==> config.mk <==
export PLATFORM = sky130hd
export DESIGN_NAME = ctap_port
export DESIGN_NICKNAME = d
export VERILOG_FILES = /design/src/verilog/ctap_pkg.sv /design/src/verilog/ctap_port.sv
export SDC_FILE = /design/constraint.sdc
export NUM_CORES = 1
export LEC_CHECK = 0
export BUFFER_PORTS_ARGS = -buffer_cell sky130_fd_sc_hd__buf_2
export CORE_AREA = 2 2 303 305
export CTS_CLUSTER_DIAMETER = 40
export DETAILED_ROUTE_END_ITERATION = 10
export DIE_AREA = 0 0 305 307
export PLACE_DENSITY_LB_ADDON = 0.25
export SETUP_SLACK_MARGIN = 0.15
export SYNTH_ARGS = -nofsm -noshare
export SYNTH_HDL_FRONTEND = slang
export SYNTH_SLANG_ARGS = --single-unit
export TNS_END_PERCENT = 5
==> constraint.sdc <==
create_clock -name core_clk -period 2 [get_ports core_clk]
set_input_delay 0.1 -clock core_clk [delete_from_list [all_inputs] [get_ports core_clk]]
set_output_delay 0.1 -clock core_clk [all_outputs]
set_load 0.1 [all_outputs]
==> src/verilog/ctap_pkg.sv <==
/*
 Package for the cache RAM test access port: widths, select bit positions,
 slice widths and carrier structs.
 Assumes a single clock domain shared with the cache controller.
*/
package ctap_pkg;
   // ********************************************************************
   // Widths
   // ********************************************************************
   localparam int ADDR_W     = 18;
   localparam int DATA_W     = 64;
   localparam int CE_W       = 11;
   localparam int SEL_W      = 13;
   localparam int NUM_TAGS   = 8;
   localparam int PAR_W      = 32;
   localparam int TAG_W      = 20;
   localparam int DIRTY_W    = 16;
   localparam int LINE_W     = 256;
   localparam int DATA_IDX_W = 16;
   localparam int PAR_IDX_W  = 16;
   localparam int TAG_IDX_W  = 13;
   // ********************************************************************
   // Field positions
   // ********************************************************************
   localparam int CE_DATA     = 0;
   localparam int CE_TAG0     = 1;
   localparam int CE_DIRTY    = 9;
   localparam int CE_PARITY   = 10;
   localparam int SEL_SLICE_L = 0;
   localparam int SEL_DATA    = 2;
   localparam int SEL_TAG0    = 3;
   localparam int SEL_PARITY  = 11;
   localparam int SEL_DIRTY   = 12;
   localparam int ADDR_IDX_L  = 2;
   localparam int ADDR_TAG_H  = 14;
   // ********************************************************************
   // Reset values
   // ********************************************************************
   localparam logic [63:0] RST_READ_DATA = 64'h0000_0000_0000_0000;

   // Request from the self-test controller
   typedef struct packed {
      logic [ADDR_W-1:0] address;
      logic [CE_W-1:0]   writeEnables;
      logic [SEL_W-1:0]  readSelect;
      logic [DATA_W-1:0] writeData;
      logic              writeStrobe;
      logic              testModeOn;
   } ctap_req_type;

   // Per-RAM raw read data from the cache RAMs
   typedef struct packed {
      logic [LINE_W-1:0]           dataLine;
      logic [PAR_W-1:0]            parity;
      logic [NUM_TAGS*TAG_W-1:0]   tags;
      logic [DIRTY_W-1:0]          dirty;
   } ctap_rd_type;

   // Test-side RAM drive: one write and chip select per RAM
   typedef struct packed {
      logic                        active;
      logic [DATA_IDX_W-1:0]       dataIndex;
      logic [1:0]                  dataWord;
      logic [PAR_IDX_W-1:0]        parityIndex;
      logic [TAG_IDX_W-1:0]        tagIndex;
      logic [CE_W-1:0]             ramSelect;
      logic [CE_W-1:0]             ramWrite;
      logic [DATA_W-1:0]           writeData;
   } ctap_ram_type;
endpackage

==> src/verilog/ctap_port.sv <==
/*
 Cache RAM test access port: maps self-test controller requests onto the
 cache RAM ports and returns the selected RAM's read data.
 Assumes the test controller runs on core_clk; the RAM muxes downstream
 honour ramDrive.active as the test-over-normal override.
*/
`timescale 1ns/10ps
module ctap_port (
   // Clock and reset
   input  wire logic                   core_clk,
   input  wire logic                   reset_n,
   // Self-test controller side
   input  wire ctap_pkg::ctap_req_type testReq,
   output logic [ctap_pkg::DATA_W-1:0] testReadData,
   // Cache RAM side
   input  wire ctap_pkg::ctap_rd_type  ramRead,
   output ctap_pkg::ctap_ram_type      ramDrive
);
   // ********************************************************************
   // Read slice selection
   // ********************************************************************
   // Priority data, tags, parity, dirty; several selects at once is a
   // controller fault, and priority keeps the result deterministic.
   function automatic logic [63:0] pickRead(input ctap_pkg::ctap_req_type r,
                                            input ctap_pkg::ctap_rd_type d);
      logic [63:0] res;
      res = 64'h0000_0000_0000_0000;
      if (r.readSelect[ctap_pkg::SEL_DATA]) begin
         res = d.dataLine[r.readSelect[1:0]*64 +: 64];
      end else if (|r.readSelect[ctap_pkg::SEL_TAG0 +: ctap_pkg::NUM_TAGS]) begin
         for (int i = ctap_pkg::NUM_TAGS-1; i >= 0; i--) begin
            if (r.readSelect[ctap_pkg::SEL_TAG0+i]) begin
               res = {44'h000_0000_0000, d.tags[i*ctap_pkg::TAG_W +: ctap_pkg::TAG_W]};
            end
         end
      end else if (r.readSelect[ctap_pkg::SEL_PARITY]) begin
         res = {32'h0000_0000, d.parity};
      end else if (r.readSelect[ctap_pkg::SEL_DIRTY]) begin
         res = {48'h0000_0000_0000, d.dirty};
      end
      return res;
   endfunction

   logic [63:0]              readData_d;
   logic [63:0]              readData_q;
   ctap_pkg::ctap_ram_type   drive_d;
   ctap_pkg::ctap_ram_type   drive_q;

   // ********************************************************************
   // Next values
   // ********************************************************************
   // Read data registered one cycle after the RAM data is presented
   always_comb begin
      readData_d = testReq.testModeOn ? pickRead(testReq, ramRead) : ctap_pkg::RST_READ_DATA;
      drive_d = '0;
      drive_d.active      = testReq.testModeOn;
      drive_d.dataIndex   = testReq.address[ctap_pkg::ADDR_W-1:ctap_pkg::ADDR_IDX_L];
      drive_d.dataWord    = testReq.address[1:0];
      drive_d.parityIndex = testReq.address[ctap_pkg::ADDR_W-1:ctap_pkg::ADDR_IDX_L];
      drive_d.tagIndex    = testReq.address[ctap_pkg::ADDR_TAG_H:ctap_pkg::ADDR_IDX_L];
      drive_d.writeData   = testReq.writeData;
      if (testReq.testModeOn) begin
         // Chip selects for reads come from read select, writes from enables
         drive_d.ramSelect[ctap_pkg::CE_DATA]   = testReq.readSelect[ctap_pkg::SEL_DATA];
         drive_d.ramSelect[ctap_pkg::CE_TAG0 +: ctap_pkg::NUM_TAGS] =
            testReq.readSelect[ctap_pkg::SEL_TAG0 +: ctap_pkg::NUM_TAGS];
         drive_d.ramSelect[ctap_pkg::CE_DIRTY]  = testReq.readSelect[ctap_pkg::SEL_DIRTY];
         drive_d.ramSelect[ctap_pkg::CE_PARITY] = testReq.readSelect[ctap_pkg::SEL_PARITY];
         if (testReq.writeStrobe) begin
            drive_d.ramWrite  = testReq.writeEnables;
            drive_d.ramSelect = drive_d.ramSelect | testReq.writeEnables;
         end
      end
   end

   // ********************************************************************
   // Registers
   // ********************************************************************
   always_ff @(posedge core_clk) begin
      if (!reset_n) begin
         readData_q <= ctap_pkg::RST_READ_DATA;
         drive_q    <= '0;
      end else begin
         readData_q <= readData_d;
         drive_q    <= drive_d;
      end
   end

   assign testReadData = readData_q;
   assign ramDrive     = drive_q;

   // ********************************************************************
   // Assertions
   // ********************************************************************
   property p_dataRead;
      @(posedge core_clk) disable iff (!reset_n)
      (testReq.testModeOn && testReq.readSelect[2]) |=>
         testReadData == $past(ramRead.dataLine[testReq.readSelect[1:0]*64 +: 64]);
   endproperty
   a_dataRead: assert property (p_dataRead) else $error("data slice wrong");

   property p_parityRead;
      @(posedge core_clk) disable iff (!reset_n)
      (testReq.testModeOn && testReq.readSelect[12:2] == 11'h200) |=>
         testReadData == {32'h0000_0000, $past(ramRead.parity)};
   endproperty
   a_parityRead: assert property (p_parityRead) else $error("parity read wrong");

   property p_dirtyRead;
      @(posedge core_clk) disable iff (!reset_n)
      (testReq.testModeOn && testReq.readSelect[12:2] == 11'h400) |=>
         testReadData == {48'h0000_0000_0000, $past(ramRead.dirty)};
   endproperty
   a_dirtyRead: assert property (p_dirtyRead) else $error("dirty read wrong");

   property p_tag0Read;
      @(posedge core_clk) disable iff (!reset_n)
      (testReq.testModeOn && testReq.readSelect[12:2] == 11'h002) |=>
         testReadData == {44'h000_0000_0000, $past(ramRead.tags[19:0])};
   endproperty
   a_tag0Read: assert property (p_tag0Read) else $error("tag 0 read wrong");

   property p_tag7Read;
      @(posedge core_clk) disable iff (!reset_n)
      (testReq.testModeOn && testReq.readSelect[12:2] == 11'h100) |=>
         testReadData == {44'h000_0000_0000, $past(ramRead.tags[159:140])};
   endproperty
   a_tag7Read: assert property (p_tag7Read) else $error("tag 7 read wrong");

   property p_parityIndex;
      @(posedge core_clk) disable iff (!reset_n)
      1'b1 |=> ramDrive.parityIndex == $past(testReq.address[17:2]);
   endproperty
   a_parityIndex: assert property (p_parityIndex) else $error("parity index wrong");

   property p_tagIndex;
      @(posedge core_clk) disable iff (!reset_n)
      1'b1 |=> ramDrive.tagIndex == $past(testReq.address[14:2]);
   endproperty
   a_tagIndex: assert property (p_tagIndex) else $error("tag index wrong");

   property p_writeMap;
      @(posedge core_clk) disable iff (!reset_n)
      (testReq.testModeOn && testReq.writeStrobe) |=>
         ramDrive.ramWrite == $past(testReq.writeEnables) && ramDrive.active;
   endproperty
   a_writeMap: assert property (p_writeMap) else $error("write enables lost");

   property p_noTestWrite;
      @(posedge core_clk) disable iff (!reset_n)
      !(testReq.testModeOn && testReq.writeStrobe) |=> ramDrive.ramWrite == 11'h000;
   endproperty
   a_noTestWrite: assert property (p_noTestWrite) else $error("stray write");

   // Mode off hands the RAMs back and parks the read bus at zero
   property p_modeOffRead;
      @(posedge core_clk) disable iff (!reset_n)
      !testReq.testModeOn |=> testReadData == ctap_pkg::RST_READ_DATA;
   endproperty
   a_modeOffRead: assert property (p_modeOffRead) else $error("read data not parked");

   property p_modeOffIdle;
      @(posedge core_clk) disable iff (!reset_n)
      !testReq.testModeOn |=> !ramDrive.active && ramDrive.ramSelect == 11'h000;
   endproperty
   a_modeOffIdle: assert property (p_modeOffIdle) else $error("drive while off");

   property p_modeOnActive;
      @(posedge core_clk) disable iff (!reset_n)
      testReq.testModeOn |=> ramDrive.active;
   endproperty
   a_modeOnActive: assert property (p_modeOnActive) else $error("override missing");

   property p_dataIndex;
      @(posedge core_clk) disable iff (!reset_n)
      1'b1 |=> ramDrive.dataIndex == $past(testReq.address[17:2]) &&
               ramDrive.dataWord == $past(testReq.address[1:0]);
   endproperty
   a_dataIndex: assert property (p_dataIndex) else $error("data index wrong");

   property p_writeData;
      @(posedge core_clk) disable iff (!reset_n)
      1'b1 |=> ramDrive.writeData == $past(testReq.writeData);
   endproperty
   a_writeData: assert property (p_writeData) else $error("write data lost");

   property p_writeSelect;
      @(posedge core_clk) disable iff (!reset_n)
      (testReq.testModeOn && testReq.writeStrobe) |=>
         (ramDrive.ramSelect & $past(testReq.writeEnables)) == $past(testReq.writeEnables);
   endproperty
   a_writeSelect: assert property (p_writeSelect) else $error("write select lost");

   // Read chip selects follow the write enable order of the RAMs
   property p_readSelectMap;
      @(posedge core_clk) disable iff (!reset_n)
      (testReq.testModeOn && !testReq.writeStrobe) |=>
         ramDrive.ramSelect == {$past(testReq.readSelect[11]), $past(testReq.readSelect[12]),
                                $past(testReq.readSelect[10:3]), $past(testReq.readSelect[2])};
   endproperty
   a_readSelectMap: assert property (p_readSelectMap) else $error("read select map");

   property p_tagUpperZero;
      @(posedge core_clk) disable iff (!reset_n)
      (testReq.testModeOn && !testReq.readSelect[2] && |testReq.readSelect[10:3]) |=>
         testReadData[63:20] == 44'h000_0000_0000;
   endproperty
   a_tagUpperZero: assert property (p_tagUpperZero) else $error("tag upper bits set");

   property p_noSourceZero;
      @(posedge core_clk) disable iff (!reset_n)
      (testReq.testModeOn && testReq.readSelect[12:2] == 11'h000) |=>
         testReadData == 64'h0000_0000_0000_0000;
   endproperty
   a_noSourceZero: assert property (p_noSourceZero) else $error("read without source");
endmodule

# After elaboration in Yosys (flattened, before gate mapping)
# Index checks and enable logic that the tools add are counted.
# totals
wordCells,26
reg_bits,182
output_inout_bits,198
input_bits,574
# op_classes
n_bitwise,1
shift,1
n_reduce_logical,3
mux,13
# op_table
operator,count
$mux W64,9
$shiftx A256 B9 Y64,1
$mux W32,1
$mux W22,1
$mux W20,1
$mux W16,1
$or A11 B11 Y11,1
$reduce_or A8 Y1,1
$reduce_and A3 Y1,1
$reduce_and A2 Y1,1

# Longest topological paths before layout
# logic_depth
word_depth,10
depth_mapped,8
depth_no_buf,6

# Worst setup path before layout
# Ideal clock, no wire load.
# synth_path
kind,register to output
from,reg drive_q (netlist bit ramDrive[100])
to,out ramDrive[100] in the netlist's numbering
path_slack_ps,526
path_buffers,1
t_arrival_ps,1374
t_required_ps,1900
path_stages_with_launch,2
path_cell_list,dfxtp_1 > buf_4
# synth_rtl
element,line,text
"start, declared",ctap_port.sv:47,ctap_pkg::ctap_ram_type drive_q;
"start signal, assigned",ctap_port.sv:85,drive_q <= drive_d;
"end, declared",ctap_port.sv:17,output ctap_pkg::ctap_ram_type ramDrive
# No word-level cell between the ends.

# Final worst setup path
# layout_path
from,in testReq[74] in the netlist's numbering
to,"reg readData_q[10], in the netlist testReadData[10]"
# layout_between
elab_chain_len,8
elab_cells_between_ends,9
cone_classes,8 x mux; 1 x reduce/logical
# layout_rtl
element,line,text
"start, declared",ctap_port.sv:13,"input wire ctap_pkg::ctap_req_type testReq,"
$mux W64 (6 in a row),ctap_port.sv:32,if (r.readSelect[ctap_pkg::SEL_TAG0+i]) begin
$mux W64 *,ctap_port.sv:30,end else if (|r.readSelect[ctap_pkg::SEL_TAG0 +: ctap_pkg::NUM_TAGS]) begin
$mux W64 *,ctap_port.sv:28,if (r.readSelect[ctap_pkg::SEL_DATA]) begin
"end signal, assigned",ctap_port.sv:81,readData_q <= ctap_pkg::RST_READ_DATA;
"end signal, assigned",ctap_port.sv:84,readData_q <= readData_d;
"end, declared",ctap_port.sv:45,logic [63:0] readData_q;
# Mark *: on every way between the ends. The rest lies on a longest branch, timed or not.
# A chain may end at the register's enable or synchronous reset.

==> flow_metrics.tcl <==
set metrics [dict create \
    outcome "completed" \
    worstPathRequired_ps 2390 \
    powerDensity_nw_per_um2 702 \
    syn_inst 761 \
    clockBufferDepth 2 \
    final_cell_mix "769 x buf_2, 169 x dfxtp_1, 137 x dlygate4sd3_1" \
    critPathCapture "testReadData[10]" \
    synth-xor-area-share_pct 0 \
    period_share_pct 86.3 \
    ant_nets 0 \
    top_level_ports 772 \
    synth_compound_area_share_pct 17.5 \
    cts-root-buf "clkbuf_16" \
    stdcell_area_um2 15400 \
    cp_max_fo 14 \
    met3_wirelength_um 5030 \
    yosysWarnings 0 \
    drc 0 \
    synth.cell_area_um2 8040 \
    synth.area.mux_share_pct 17.9 \
    slew_headroom_pct 51.3 \
    antenna_found_initial 20 \
    synth_cell_types 41 \
    path_cells "buf_2 > or2_2 > buf_4 > a221oi_1 > a21oi_1 > a21oi_2 > o21ai_0 > dlygate4sd3_1" \
    cts_made_buffers 17 \
    syn_area_per_cell_um2 10.6 \
    holdWs_ps 41.4 \
    initial_core_util_pct 8.86 \
    grt_setup_unrepaired "false" \
    top_layer "met4" \
    synthAdderAreaFrac_pct 0 \
    dr.pass1.iters 5 \
    grtUsageTotal_pct 13.1 \
    synthSimpleGateAreaFrac_pct 15.0 \
    area_growth_pct 91.2 \
    final_util_pct 16.9 \
    cp_slowest_cell "dlygate4sd3_1" \
    die_area_um2 93600 \
    maxSlewViolCount 0 \
    coreArea_um2 90700 \
    gp_congestion 0.933 \
    crit_path_start_kind "primary input" \
    dpl_worst_slack_ps -82.3 \
    slowest_delay_ps 560 \
    synth-seq-area-share_pct 42.1 \
    fmax_mhz 579 \
    layout_setup_ws_ps 273 \
    grt_pass1_vias 11100 \
    cap_viol_max_count 0 \
    setup_viol 0 \
    worstSetupEndpointType "flop" \
    tritoncts "done" \
    synth.ff_latch_count 169 \
    synth_nets 1335 \
    wl_met2_um 32600 \
    ir_worst_vdd_mv 0.510 \
    grt_max_degree 83 \
    power_mw 10.8 \
    crit_arrival_ps 2120 \
    post_dp_cell_area_um2 13300 \
    die_w_um 305 \
    synth-main-ff-cell "dfxtp_1" \
    nets 2223 \
    fin_tns_setup_ps 0 \
    layout_commonest_cell "buf_2" \
    synth_edf_count 0 \
    grt_pass1_wl_um 84100 \
    setup.worst_path.class "in -> reg" \
    drive_above_1_share_pct 57.0 \
    numClockSinks 169 \
    wl_um 63100 \
    vias_per_cell 3.57 \
    drt_iter0_drc 597 \
    hp-class "in -> reg" \
    die_y_um 307 \
    tightest_slew_ps 730 \
    wl_met1_um 23900 \
    async_reset_ff_share_pct 0 \
    synth_top_family_by_area "multiplexers" \
    cellLeakagePower_nw 7.35 \
    final_cells 2861 \
    num_rows 111 \
    post-cts-setup-buffer-count 0 \
    fin_crit_ps 1730 \
    final_hold_viol_count 0 \
    setup.worst_path.start "testReq[74]" \
    dp_cells 2679 \
    h-tree-depth 4 \
    num_vias 10200 \
    gr-total-overflow 0 \
    wl_per_cell_um 22.1 \
    clk_pin_slew_ps 80 \
    dp_hpwl_um 55100 \
    portBuffers 771 \
]
[kinds of logic (layout without fill, tap and decap cells)]
group,count (synthesis),count (layout)
AO/OA/AOI/OAI,195,195
other,0,13
buffers and inverters,114,1015
multiplexers,64,64
flip-flops,169,169
AND/OR/NAND/NOR,219,219
[final cells by class]
type | instances | area (um2)
Antenna cell | 13 | 32.5
Sequential cell | 169 | 3380
Inverter | 14 | 52.6
Fill cell | 10300 | 75300
Tap cell | 1186 | 1480
Clock buffer | 18 | 429
Clock inverter | 14 | 179
Multi-Input combinational cell | 478 | 4070
Timing Repair Buffer | 969 | 5730
[flip-flops by register name (all words and copies together), names as in the netlist]
name	count
ramDrive	105
testReadData	64
[metal layers]
| metal | GRT usage [%] | up-vias |
|---|---|---|
| met4 | 4.82 | 0 |
| li1 | - | 4610 |
| met2 | 23.7 | 596 |
| met3 | 4.19 | 62 |
| met1 | 14.1 | 4951 |
| met5 | 0 | - |
[worst min-delay path by stage]
stage | startpoint | end | slack [ps] | cells past startpoint
6_report | ramRead[23] | testReadData[7] | 40 | 3
2_1_floorplan | testReq[71] | ramDrive[78] | 220 | 2
5_1_grt | testReq[79] | ramDrive[64] | 10 | 2
4_1_cts | ramRead[345] | testReadData[9] | 3 | 4
3_5_place_dp | testReq[15] | ramDrive[13] | 310 | 2
3_3_place_gp | testReq[64] | ramDrive[62] | 310 | 2
[where the power goes]
| part | switching, mW | internal [mW] |
|---|---|---|
| registers | 0.0683 | 3.52 |
| logic | 2.42 | 1.16 |
| clock network | 1.71 | 1.90 |
[critical path: cells and delay by family]
family / cells / cell delay [ps]
compound gates: 4 / 670
buf+inv: 3 / 950
simple gates: 1 / 400
[cells in the mapped netlist (2+ instances only)]
cell type | n | area, um2
dfxtp_1 | 169 | 3380
a2bb2oi_1 | 4 | 35.0
or2_2 | 3 | 18.8
a2111oi_0 | 3 | 26.3
a21oi_1 | 39 | 195
buf_4 | 30 | 225
nor2_1 | 15 | 56.3
o221ai_1 | 21 | 184
buf_2 | 19 | 95.1
a22oi_1 | 16 | 120
o21ai_0 | 33 | 165
a22oi_2 | 3 | 37.5
inv_1 | 13 | 48.8
o221a_2 | 4 | 45.0
a221oi_1 | 30 | 263
and2_1 | 82 | 513
a31oi_1 | 2 | 12.5
buf_6 | 2 | 22.5
o22ai_1 | 14 | 87.6
a22o_1 | 22 | 193
mux4_2 | 64 | 1440
nand3b_1 | 4 | 30.0
buf_1 | 2 | 7.51
nand2_1 | 59 | 221
and3_1 | 44 | 275
nor2b_1 | 6 | 37.5
clkbuf_1 | 44 | 165
[what timing repair did]
action,in CTS,in global routing
setup endpoints to repair,0,1
resized for setup,0,2
hold buffers,137,0
hold endpoints to repair,123,0
No activity file was read; power rests on OpenSTA's default activity.
